## src/logic/ipf_pkg.sv

```systemverilog
/*
 * constants for the interrupt pending flag block: register offsets,
 * flag bit positions, reset values and bus widths.
 * assumes a single core clock and a classic wishbone register bus.
 */
package ipf_pkg;

   // =====================================================================
   // bus geometry
   // =====================================================================
   localparam int          ADDR_W      = 8;        // byte address width
   localparam int          DATA_W      = 32;       // wishbone data width
   localparam int          FLAG_W      = 8;        // pending register width

   // =====================================================================
   // register offsets (byte addresses)
   // =====================================================================
   localparam logic [7:0]  OFS_PENDING = 8'h00;    // pending flags
   localparam logic [7:0]  OFS_MASK    = 8'h04;    // interrupt line mask

   // =====================================================================
   // flag bit positions
   // =====================================================================
   localparam int          BIT_TMRB    = 0;        // timer b
   localparam int          BIT_SERIAL  = 1;        // serial_io_unit transfer
   localparam int          BIT_WATCH   = 2;        // watch timer
   localparam int          BIT_P3B0    = 3;        // port3_bit0_pin
   localparam int          BIT_P3B1    = 4;        // port3_bit1_pin
   localparam int          NUM_FLAGS   = 5;        // implemented flags

   // implemented bits; bits 7..5 read as zero
   localparam logic [7:0]  FLAG_MASK   = 8'h1F;
   localparam logic [7:0]  PEND_RST    = 8'h00;    // nothing pending at reset
   localparam logic [7:0]  MASK_RST    = 8'h00;    // line masked at reset

endpackage : ipf_pkg

```

## src/logic/ipf_pending.sv

```systemverilog
/*
 * interrupt pending flag register with wishbone classic slave, a mask
 * register and one level interrupt line.
 * assumes the timer and serial sources are one-cycle pulses on clk_i and
 * the two port 3 pins arrive asynchronously from the pad ring.
 */
// The Wishbone interface to the registers and the register offsets were decided locally.
`timescale 1ns/1ps

// Overview of operation
// - port3 bit1 pin flag, write zero clears
// - port3 bit0 pin flag, write zero clears
// - watch timer flag, write zero clears
// - serial transfer flag, write zero clears
// - timer b flag, write zero clears
module ipf_pending #(
   parameter int ADDR_W = ipf_pkg::ADDR_W,          // wishbone address width
   parameter int DATA_W = ipf_pkg::DATA_W           // wishbone data width
) (
   input  wire logic              clk_i,            // core clock, 200 mhz
   input  wire logic              rst_i,            // synchronous reset, high
   // wishbone classic slave
   input  wire logic              cyc_i,            // bus cycle
   input  wire logic              stb_i,            // strobe
   input  wire logic              we_i,             // write enable
   input  wire logic [ADDR_W-1:0] adr_i,            // byte address
   input  wire logic [DATA_W/8-1:0] sel_i,          // byte lanes
   input  wire logic [DATA_W-1:0] dat_i,            // write data
   output logic      [DATA_W-1:0] dat_o,            // read data
   output logic                   ack_o,            // acknowledge
   // interrupt sources
   input  wire logic              port3_bit1_pin_i, // external pin, async
   input  wire logic              port3_bit0_pin_i, // external pin, async
   input  wire logic              watch_tick_i,     // watch timer request pulse
   input  wire logic              serial_done_i,    // serial transfer pulse
   input  wire logic              timer_b_i,        // timer b request pulse
   // interrupt line
   output logic                   irq_o             // unmasked flag pending
);

   // =====================================================================
   // elaboration checks
   // =====================================================================
   if (ADDR_W < 3) begin : g_bad_addr
      $error("ipf_pending: address too narrow for the register map");
   end
   if (DATA_W < ipf_pkg::FLAG_W || DATA_W % 8 != 0) begin : g_bad_data
      $error("ipf_pending: data width must hold the flags in whole bytes");
   end

   // =====================================================================
   // declarations
   // =====================================================================
   logic [1:0]              p3b1_sync_ff;           // pin 1 synchroniser
   logic [1:0]              p3b0_sync_ff;           // pin 0 synchroniser
   logic                    p3b1_prev_ff;           // last synced pin 1
   logic                    p3b0_prev_ff;           // last synced pin 0
   logic [7:0]              pend_ff;                // pending flags
   logic [7:0]              nxt_pend;               // next pending flags
   logic [7:0]              mask_ff;                // irq line enables
   logic [7:0]              set_vec;                // hardware set requests
   logic [7:0]              clr_vec;                // software clear requests
   logic                    ack_ff;                 // registered ack
   logic [DATA_W-1:0]       dat_ff;                 // registered read data
   logic                    req;                    // live bus request
   logic                    wr_take;                // write commits this edge
   logic [7:0]              adr_lo;                 // low address byte

   // decode helper: does the low address byte hit a register offset
   function automatic logic hit(input logic [7:0] a, input logic [7:0] ofs);
      hit = (a == ofs);
   endfunction : hit

   assign adr_lo = 8'(adr_i);
   assign req    = cyc_i & stb_i;
   // the write lands on the edge where the master samples ack high
   assign wr_take = req & we_i & ack_ff & sel_i[0];

   // =====================================================================
   // pin synchronisers and edge detect
   // =====================================================================
   // pins are asynchronous: two flops before any logic looks at them
   always_ff @(posedge clk_i) begin
      if (rst_i) begin
         p3b1_sync_ff <= 2'h0;
         p3b0_sync_ff <= 2'h0;
      end else begin
         p3b1_sync_ff <= {p3b1_sync_ff[0], port3_bit1_pin_i};
         p3b0_sync_ff <= {p3b0_sync_ff[0], port3_bit0_pin_i};
      end
   end

   // previous synced level; only the second stage feeds the edge detect
   always_ff @(posedge clk_i) begin
      if (rst_i) begin
         p3b1_prev_ff <= 1'b0;
         p3b0_prev_ff <= 1'b0;
      end else begin
         p3b1_prev_ff <= p3b1_sync_ff[1];
         p3b0_prev_ff <= p3b0_sync_ff[1];
      end
   end

   // =====================================================================
   // set and clear vectors
   // =====================================================================
   // a rising pin edge or a source pulse raises its flag
   always_comb begin
      set_vec = 8'h00;
      set_vec[ipf_pkg::BIT_P3B1]   = p3b1_sync_ff[1] & ~p3b1_prev_ff;
      set_vec[ipf_pkg::BIT_P3B0]   = p3b0_sync_ff[1] & ~p3b0_prev_ff;
      set_vec[ipf_pkg::BIT_WATCH]  = watch_tick_i;
      set_vec[ipf_pkg::BIT_SERIAL] = serial_done_i;
      set_vec[ipf_pkg::BIT_TMRB]   = timer_b_i;
   end

   // zeros in the written byte clear; ones leave the flag alone
   always_comb begin
      clr_vec = 8'h00;
      if (wr_take && hit(adr_lo, ipf_pkg::OFS_PENDING)) begin
         clr_vec = ~dat_i[7:0] & ipf_pkg::FLAG_MASK;
      end
   end

   // a set in the clearing cycle wins so no request is lost
   assign nxt_pend = ((pend_ff & ~clr_vec) | set_vec) & ipf_pkg::FLAG_MASK;

   // =====================================================================
   // registers
   // =====================================================================
   // sticky pending flags
   always_ff @(posedge clk_i) begin
      if (rst_i) begin
         pend_ff <= ipf_pkg::PEND_RST;
      end else begin
         pend_ff <= nxt_pend;
      end
   end

   // mask register, plain read/write of implemented bits
   always_ff @(posedge clk_i) begin
      if (rst_i) begin
         mask_ff <= ipf_pkg::MASK_RST;
      end else if (wr_take && hit(adr_lo, ipf_pkg::OFS_MASK)) begin
         mask_ff <= dat_i[7:0] & ipf_pkg::FLAG_MASK;
      end
   end

   // =====================================================================
   // wishbone answer
   // =====================================================================
   // ack one cycle after the request, dropped the cycle after; this gives
   // a fixed two-edge answer and keeps read data coming from a flop
   always_ff @(posedge clk_i) begin
      if (rst_i) begin
         ack_ff <= 1'b0;
      end else begin
         ack_ff <= req & ~ack_ff;
      end
   end

   // read data captured with the ack; unmapped addresses read zero
   always_ff @(posedge clk_i) begin
      if (rst_i) begin
         dat_ff <= '0;
      end else if (req && !ack_ff && !we_i) begin
         if (hit(adr_lo, ipf_pkg::OFS_PENDING)) begin
            dat_ff <= {{(DATA_W-8){1'b0}}, pend_ff};
         end else if (hit(adr_lo, ipf_pkg::OFS_MASK)) begin
            dat_ff <= {{(DATA_W-8){1'b0}}, mask_ff};
         end else begin
            dat_ff <= '0;
         end
      end
   end

   assign ack_o = ack_ff;
   assign dat_o = dat_ff;
   // level line: high while any unmasked flag stands
   assign irq_o = |(pend_ff & mask_ff);

   // =====================================================================
   // assertions
   // =====================================================================
   // a timer b pulse shows as pending on the next cycle
   AST_TMRB_SET: assert property (@(posedge clk_i) disable iff (rst_i)
      timer_b_i |=> pend_ff[ipf_pkg::BIT_TMRB])
      else $error("timer b pulse did not set its flag");

   // serial pulse sets its flag
   AST_SERIAL_SET: assert property (@(posedge clk_i) disable iff (rst_i)
      serial_done_i |=> pend_ff[ipf_pkg::BIT_SERIAL])
      else $error("serial pulse did not set its flag");

   // a zero written to the watch bit clears it unless a tick arrives
   AST_WATCH_CLR: assert property (@(posedge clk_i) disable iff (rst_i)
      (wr_take && hit(adr_lo, ipf_pkg::OFS_PENDING) && !dat_i[ipf_pkg::BIT_WATCH]
       && !watch_tick_i) |=> !pend_ff[ipf_pkg::BIT_WATCH])
      else $error("write of zero failed to clear watch flag");

   // a held high pin sets its flag three cycles after the edge
   AST_P3B1_EDGE: assert property (@(posedge clk_i) disable iff (rst_i)
      (!port3_bit1_pin_i ##1 port3_bit1_pin_i [*3]) |=> pend_ff[ipf_pkg::BIT_P3B1])
      else $error("pin 1 edge did not reach its flag");

   AST_P3B0_EDGE: assert property (@(posedge clk_i) disable iff (rst_i)
      (!port3_bit0_pin_i ##1 port3_bit0_pin_i [*3]) |=> pend_ff[ipf_pkg::BIT_P3B0])
      else $error("pin 0 edge did not reach its flag");

   // flags never fall without a clearing write; ones written keep them
   AST_STICKY: assert property (@(posedge clk_i) disable iff (rst_i)
      (|(pend_ff & ~clr_vec)) |=> ((pend_ff & $past(pend_ff & ~clr_vec))
                                   == $past(pend_ff & ~clr_vec)))
      else $error("pending flag dropped without a clearing write");

   // ack is exactly one cycle wide and follows a request
   AST_ACK_PULSE: assert property (@(posedge clk_i) disable iff (rst_i)
      ack_o |-> ($past(req) && !$past(ack_o)) ##1 !ack_o)
      else $error("ack not a single cycle after a request");

   // the line can only rise after a flag was set or a register written;
   // a rise from nowhere would point at a glitching flop or a miswire
   AST_IRQ_LINE: assert property (@(posedge clk_i) disable iff (rst_i)
      $rose(irq_o) |-> $past(|set_vec || wr_take))
      else $error("interrupt line rose without a set or a write");

   // a watch tick shows as pending on the next cycle
   AST_WATCH_SET: assert property (@(posedge clk_i) disable iff (rst_i)
      watch_tick_i |=> pend_ff[ipf_pkg::BIT_WATCH])
      else $error("watch tick did not set its flag");

   // each remaining flag: a zero written clears it unless its own set
   // arrives in the same cycle, in which case the set wins
   AST_P3B1_CLR: assert property (@(posedge clk_i) disable iff (rst_i)
      (wr_take && hit(adr_lo, ipf_pkg::OFS_PENDING) && !dat_i[ipf_pkg::BIT_P3B1]
       && !set_vec[ipf_pkg::BIT_P3B1]) |=> !pend_ff[ipf_pkg::BIT_P3B1])
      else $error("write of zero failed to clear pin 1 flag");

   AST_P3B0_CLR: assert property (@(posedge clk_i) disable iff (rst_i)
      (wr_take && hit(adr_lo, ipf_pkg::OFS_PENDING) && !dat_i[ipf_pkg::BIT_P3B0]
       && !set_vec[ipf_pkg::BIT_P3B0]) |=> !pend_ff[ipf_pkg::BIT_P3B0])
      else $error("write of zero failed to clear pin 0 flag");

   AST_SERIAL_CLR: assert property (@(posedge clk_i) disable iff (rst_i)
      (wr_take && hit(adr_lo, ipf_pkg::OFS_PENDING) && !dat_i[ipf_pkg::BIT_SERIAL]
       && !serial_done_i) |=> !pend_ff[ipf_pkg::BIT_SERIAL])
      else $error("write of zero failed to clear serial flag");

   AST_TMRB_CLR: assert property (@(posedge clk_i) disable iff (rst_i)
      (wr_take && hit(adr_lo, ipf_pkg::OFS_PENDING) && !dat_i[ipf_pkg::BIT_TMRB]
       && !timer_b_i) |=> !pend_ff[ipf_pkg::BIT_TMRB])
      else $error("write of zero failed to clear timer b flag");

   // a set colliding with a clearing write must leave the flag standing
   AST_SET_WINS: assert property (@(posedge clk_i) disable iff (rst_i)
      (|(set_vec & clr_vec)) |=> ((pend_ff & $past(set_vec)) == $past(set_vec)))
      else $error("clearing write swallowed a set in the same cycle");

   // ones written to the pending register keep a standing flag
   AST_ONE_KEEPS: assert property (@(posedge clk_i) disable iff (rst_i)
      (wr_take && hit(adr_lo, ipf_pkg::OFS_PENDING) && |(pend_ff & dat_i[7:0]))
      |=> ((pend_ff & $past(pend_ff & dat_i[7:0])) == $past(pend_ff & dat_i[7:0])))
      else $error("write of one dropped a pending flag");

   // read data is the flags as they stood at the taking edge, upper zero
   AST_RD_PEND: assert property (@(posedge clk_i) disable iff (rst_i)
      (ack_o && !we_i && hit(adr_lo, ipf_pkg::OFS_PENDING))
      |-> (dat_o == DATA_W'($past(pend_ff))))
      else $error("pending read returned a wrong value");

   // the mask reads back as it stood at the taking edge
   AST_RD_MASK: assert property (@(posedge clk_i) disable iff (rst_i)
      (ack_o && !we_i && hit(adr_lo, ipf_pkg::OFS_MASK))
      |-> (dat_o == DATA_W'($past(mask_ff))))
      else $error("mask read returned a wrong value");

   // a mask write lands whole, reserved bits forced to zero
   AST_MASK_WR: assert property (@(posedge clk_i) disable iff (rst_i)
      (wr_take && hit(adr_lo, ipf_pkg::OFS_MASK))
      |=> (mask_ff == ($past(dat_i[7:0]) & ipf_pkg::FLAG_MASK)))
      else $error("mask write did not land");

   // no ack without a request on the edge before; a stray ack would
   // complete a cycle that this slave never took
   AST_ACK_IDLE: assert property (@(posedge clk_i) disable iff (rst_i)
      !req |=> !ack_o)
      else $error("ack raised without a request");

   // =====================================================================
   // cover points
   // =====================================================================
   // a source pulse landing on the clearing write
   COV_SET_CLR_SAME: cover property (@(posedge clk_i) disable iff (rst_i)
      timer_b_i && clr_vec[ipf_pkg::BIT_TMRB]);
   // the line rising
   COV_IRQ: cover property (@(posedge clk_i) disable iff (rst_i) $rose(irq_o));
   // a read that finds flags standing
   COV_READ_PEND: cover property (@(posedge clk_i) disable iff (rst_i)
      ack_o && !we_i && hit(adr_lo, ipf_pkg::OFS_PENDING) && (pend_ff != 8'h00));
   // a synchronised pin edge raising its flag
   COV_PIN_EDGE: cover property (@(posedge clk_i) disable iff (rst_i)
      set_vec[ipf_pkg::BIT_P3B1] || set_vec[ipf_pkg::BIT_P3B0]);
   // a partial clear that leaves some flags standing
   COV_PARTIAL_CLR: cover property (@(posedge clk_i) disable iff (rst_i)
      (|clr_vec) && (|(pend_ff & ~clr_vec)));

endmodule : ipf_pending

```

## config.mk

```make
export PLATFORM = sky130hd
export DESIGN_NAME = ipf_pending
export DESIGN_NICKNAME = d
export VERILOG_FILES = /design/src/logic/ipf_pkg.sv /design/src/logic/ipf_pending.sv
export SDC_FILE = /design/constraint.sdc
export NUM_CORES = 1
export LEC_CHECK = 0
export BUFFER_PORTS_ARGS = -buffer_cell sky130_fd_sc_hd__buf_2
export CORE_MARGIN = 2
export CORE_UTILIZATION = 37
export CTS_CLUSTER_SIZE = 12
export DETAILED_ROUTE_END_ITERATION = 7
export PLACE_DENSITY = 0.75
export REMOVE_ABC_BUFFERS = 1
export SYNTH_ARGS = -nofsm -noshare
export SYNTH_HDL_FRONTEND = slang
export SYNTH_SLANG_ARGS = --single-unit
```

## constraint.sdc

```tcl
create_clock -name clk_i -period 2.2 [get_ports clk_i]
set_clock_uncertainty 0.05 [all_clocks]
set_input_delay 0.22 -clock clk_i [delete_from_list [all_inputs] [get_ports clk_i]]
set_output_delay 0.22 -clock clk_i [all_outputs]
set_load 0.1 [all_outputs]
```

==> impl_results.md, run 1 <==
* Status: complete, no violations
* Clk Tree Root Cell: clkbuf_4
* Comb pwr share at 0.300
* Flops & latches, synth at 22
* Area grow syn2layout at 9.927%
* Die Span X at 56.85 um
* Post-route clock period utilization at 0.7549
* Final core utilization at 0.4192
* Core area at 2710 um^2
* Hold/Removal Path Class: in2reg
* H-tree lvl count at 1
* Wire per inst at between 9 and 10 um
* Hold Path Depth at 2
* Number of diodes at 0
* Seq/Total Area, Yosys at 0.4262
* CP max FO at 3
* Max-cap violations at 0
* Crit path kind: reg2out
* Synth Instances at around 110
* Layout cells sized above 1 at 0.2552
* Post-DP HPWL at 1405 um
* Clk pin slew, worst setup/hold paths at 100 ps
* Yosys warning count at 0
* CTS tree: built
* Worst vdd ir at about 470 uV
* # clock sinks at 22
* CP startpoint kind: flop
* Most frequent cells in the layout: buf_2 (30), conb_1 (27), dfxtp_1 (22)
* GRT Total Usage at 0.1140
* Initial antenna violation count at 0
* Fill cells at 295
* Register share of total power at 0.496
* Total gr overflow at 0
* Worst Path Arrival at 1390 ps
* Leak Pwr at between 0.5 and 0.6 nW
* FP Rows at 19
* Vias in the first global route at 720
* Drt pass-1 iters at 4
* Net Sw Frac at 0.4056
* CP Cell Sequence: a222oi_1, nand2_1, buf_2
* Finished Layout Cells at 176
* Routed vias at a little under 800
* Gpl congestion at 0.7389
* RSZ-0062 raised after global routing: false
* Power per Cell Area at 736.6 nW/um^2
* Period minus WS final at 1661 ps
* Reg2Reg Depth at 5
* Bufs on Longest Clock Path at 2
* Die Span Y at between 50 and 60 um
* Yosys cell types at 22
* Num CTS Buffers at 3
* First-pass GRT wire length at just under 3000 um
* Postcts setup bufs at 0
* Final Total Pwr at about 0.84 mW
* Hold Vio Cnt, Final at 0
* Ports at 88
* Slew Limit Fails at 0
* Fmax at 602.1 MHz
* Antenna viol nets, final at 0
* Hold Buf Count CTS at 0
* PortBufs at 30
* Largest net degree at the start of global routing at 21
* Switch Pwr at 0.3394 mW
* Internal Pwr Total at 0.4974 mW
* Dpl cells at 173
* Worst Path Required at 1930 ps
* Final setup violation count at 0
* Worst path max stage delay at 360 ps
* Die ar. at 3232 um^2
* Leading cell type in the layout, fill and taps excluded: buf_2
* CP Capture Type: output pin
* Hold slack final at 76.94 ps
* DRC errors left at 0
* Drt initial violations at 15
* Later-pin clock latency in the skew report at 300 ps
* Setup TNS at 0 ps
* Post-Syn Area per Cell at 9.066 um^2
* Synth Cell Area at between 1000 and 1500 um^2
* Vias per inst at between 4 and 5
* Post-cts resize count at 0
* Clock group share of total power at 0.205
* Crit-path slowest cell: a222oi_1
* WL final at 1731 um
* Fin nets at 201
* Initial core utilization at 0.3813
-- synthesized netlist by cell type, drive strengths merged --
| cell type | number | area share |
|---|---|---|
| o21ai | 5 | 0.024 |
| nand3 | 1 | 0.0048 |
| nor2 | 5 | 0.018 |
| buf | 28 | 0.21 |
| nor4 | 2 | 0.012 |
| a22oi | 6 | 0.044 |
| nor3 | 1 | 0.0048 |
| a21oi | 5 | 0.024 |
| nand2 | 12 | 0.044 |
| clkbuf | 2 | 0.0073 |
| nor2b | 7 | 0.042 |
| or4b | 1 | 0.0097 |
| nand2b | 2 | 0.012 |
| or4bb | 1 | 0.011 |
| conb | 1 | 0.0036 |
| or4 | 4 | 0.036 |
| mux2i | 5 | 0.048 |
| inv | 3 | 0.011 |
| a222oi | 1 | 0.0097 |
| dfxtp | 22 | 0.43 |
-- power by group through the flow --
stage,logic (mW),clock network (mW),registers [mW]
5_1_grt,0.259,0.192,0.417
3_5_place_dp,0.250,0,0.424
2_1_floorplan,0.215,0,0.428
6_report,0.251,0.171,0.415
3_3_place_gp,0.249,0,0.424
4_1_cts,0.250,0.179,0.415
-- worst max-delay path, delay by kind of cell (launching register included) --
family / cells / cell delay, ps
buffers and inverters: 1 / 300
AOI/OAI and AO/OA: 1 / 360
and+or+nand+nor: 1 / 80
DFF: 1 / 340
-- registers in the layout (all words and copies together) (netlist names) --
signal and flops:
dat_o 5, mask_ff 5, p3b1_sync_ff 2, pend_ff 5
ack_o 1, p3b0_prev_ff 1, p3b0_sync_ff 2, p3b1_prev_ff 1
-- path summary, 6_finish.rpt --
check               endpoint             start  slack [ps]
min reg2reg  p3b0_sync_ff[1]   p3b0_sync_ff[0]         410
min          p3b0_sync_ff[0]  port3_bit0_pin_i          80
max                    irq_o        pend_ff[0]         540
max reg2reg         dat_o[3]             ack_o         630
-- through the flow --
step,cell area (um^2),setup WS [ps]
global route,1136,431.8
CTS,1136,529.8
detailed placement,1114,228.7
global placement,1114,267.1
finish,1136,539.2
floorplan,909.6,81.73
-- cells by family (layout without fill, tap and decap cells) --
group,count (synthesis),after routing,share of synthesized area
other,1,27,0.003628
multiplexers,5,5,0.04843
AO/OA/AOI/OAI,17,17,0.1017
buffers and inverters,33,38,0.2252
AND/OR/NAND/NOR,36,36,0.1949
flip-flops,22,22,0.4261
-- layout make-up --
type / count / area, um^2 / share of cell area
multi-input combinational: 85 / 457.9 / 0.4031
inverter: 3 / 11.26 / 0.009912
tap: 31 / 38.79 / 0.03414
sequential: 22 / 440.4 / 0.3877
clock buffer: 3 / 22.52 / 0.01982
timing repair buffer: 32 / 165.2 / 0.1454
-- layer usage --
metal	up-vias	share of wire	global-route usage
met1	355	0.37	0.1195
met3	2	0.11	0.05300
met2	41	0.51	0.1977
met4	0	0.0098	0.04319
li1	395	-	-
met5	-	0	0
(Power assumes the default switching activity.)
==> run 2: changes to the inputs <==
- CORE_UTILIZATION: 37 -> 34
- PLACE_DENSITY: 0.75 -> 0.73
- clock period: 2.2 -> 1.5 ns (I/O delays scaled with it)
==> impl_results.md, run 2 (same netlist as run 1, synthesis figures left out) <==
* CTS tree: built
* Worst Path Arrival at 1340 ps (-50 ps)
* Finished Cell Area at 1262 um^2 (+11%)
* DRC errors left at 0 (unchanged)
* Leak Pwr at 0.6419 nW (+8.6%)
* Die Span Y at 59.14 um (+4.0%)
* Initial core utilization at 0.3471 (-0.03429)
* Crit-path slowest cell: a222oi_1
* First-pass GRT wire length at 3036 um (+5.3%)
* RSZ-0062 raised after global routing: true
* PortBufs at 30 (unchanged)
* Ports at 88 (unchanged)
* WL final at 1950 um (+13%)
* Drt initial violations at 4 (-11)
* Slew Limit Fails at 0 (unchanged)
* Worst path bufs/invs at 1 (unchanged)
* H-tree lvl count at 1 (unchanged)
* Bufs on Longest Clock Path at 2 (unchanged)
* Status: finished with violations
* Num CTS Buffers at 3 (unchanged)
* Fmax at 649.2 MHz
* GRT Total Usage at 0.1136 (-0.0003904)
* Net Sw Frac at 0.4097 (+0.004108)
* Final setup margin at -40.29 ps (-579.5 ps)
* Most frequent cells in the layout: buf_2 (29), conb_1 (27), dfxtp_1 (21)
* FP Rows at 20 (+1)
* Power per Cell Area at 995.6 nW/um^2 (+35%)
* Largest net degree at the start of global routing at 14 (-33%)
* Worst path top cell family by delay: compound AO/OA/AOI/OAI gates
* Dpl cells at 178 (+2.9%)
* Drt pass-1 iters at 4 (unchanged)
* Max-cap violations at 0 (unchanged)
* Die Span X at 59.14 um (+4.0%)
* Vias in the first global route at 714 (-0.83%)
* CP max FO at 3 (unchanged)
* Die ar. at 3497 um^2 (+8.2%)
* Final setup violation count at 1 (+1)
* # clock sinks at 22 (unchanged)
* Initial antenna violation count at 0 (unchanged)
* Worst path max stage delay at 380 ps (+20 ps)
* Violated checks: setup timing
* Worst vdd ir at 486.4 uV (+2.7%)
* Internal Pwr Total at 0.7419 mW (+49%)
* CP Cell Sequence: a222oi_1, nand2_1, buf_6
* CP startpoint kind: flop
* Register share of total power at 0.484 (-0.012)
* Setup WS pre-CTS at -352.8 ps (-581.4 ps)
* Later-pin clock latency in the skew report at 300 ps (about the same)
* Final core utilization at 0.4240 (+0.004744)
* Antenna viol nets, final at 0 (unchanged)
* Post-route clock period utilization at 1.027
* Routed vias at 811 (+2.3%)
* Hold/Removal Path Class: in2reg
* Fin nets at 207 (+3.0%)
* Core area at 2978 um^2 (+9.9%)
* CP Capture Type: output pin
* Total gr overflow at 0 (unchanged)
* Clk Tree Root Cell: clkbuf_4
* Wire per inst at 10.60 um (+7.8%)
* Area grow syn2layout at 22.15%
* Vias per inst at 4.408 (-2.2%)
* Gpl congestion at 0.7444 (+0.74%)
* Number of diodes at 0 (unchanged)
* Layout cells sized above 1 at 0.3510 (+0.09582)
* Period minus WS final at 1540 ps
* Switch Pwr at 0.5150 mW (+52%)
* Clk pin slew, worst setup/hold paths at 110 ps (about the same)
* Crit path kind: reg2out
* Leading cell type in the layout, fill and taps excluded: buf_2
* Area of placed instances at 1139 um^2 (+2.2%)
* Post-DP HPWL at 1511 um (+7.5%)
* Comb pwr share at 0.310 (+0.010)
* Hold slack final at 27.08 ps (-49.86 ps)
* Finished Layout Cells at 184 (+4.5%)
* Worst Path Required at 1300 ps (-630 ps)
* Hold Vio Cnt, Final at 0 (unchanged)
* Clock group share of total power at 0.206 (about the same)
run 2: cell count changes in the layout (fill, tap and decap cells not counted), moves of 2 or more:
cell / delta
a22oi_1: -4
a22oi_2: +4
o21ai_0: -4
o21ai_1: +4
buf_4: +3
buf_6: +2
dlygate4sd3_1: +2
nor4_1: -2
run 2: final cells by class:
class	count	area, um^2
clock buffer	3	22.52
fill	303	1715
inverter	3	11.26
multi-input combinational	85	520.5
sequential	22	441.7
tap	33	41.29
timing repair buffer	38	225.2
run 2: per-layer routing:
layer,vias to the layer above,routed length [um],part of all wire,GRT usage
met2,43,937,0.48,0.1937
met5,-,0,0,0
met1,357,857,0.44,0.1390
met4,0,14,0.0072,0.02922
met3,2,141,0.072,0.03493
li1,409,-,-,-
run 2: worst paths after layout:
kind	startpoint	depth (start not counted)	endpoint	slack, ps
hold reg to reg	p3b0_sync_ff[0]	1	p3b0_sync_ff[1]	410
setup reg to reg	ack_o	5	dat_o[4]	0
hold / removal	watch_tick_i	3	pend_ff[2]	30
setup / recovery	mask_ff[0]	3	irq_o	-40
run 2: timing repair:
| item | 4_1_cts | 5_1_grt |
|---|---|---|
| gates resized for setup | 11 | 10 |
| hold buffers | 2 | 0 |
| hold endpoints to repair | 2 | 0 |
| setup buffers | 0 | 1 |
| endpoints found under the setup margin | 8 | 12 |
| pin swaps | 6 | 5 |
run 2: tightest hold or removal path, delay by kind of cell:
family | cells | cell delay, ps
AOI/OAI and AO/OA | 1 | 50
buffers and inverters | 2 | 140
run 2: per-stage QoR:
stage	total power [mW]	TNS, ps
2_1_floorplan	0.9429	-8027
3_3_place_gp	0.9932	-3189
3_5_place_dp	0.9946	-3602
4_1_cts	1.261	-104.1
5_1_grt	1.299	-364.9
6_report	1.257	-40.29
run 2: power groups by stage:
stage	combinational, mW	sequential (mW)	clock, mW
floorplan	0.315	0.628	0
global placement	0.372	0.621	0
detailed placement	0.373	0.621	0
CTS	0.382	0.608	0.271
global route	0.404	0.611	0.283
finish	0.389	0.609	0.259
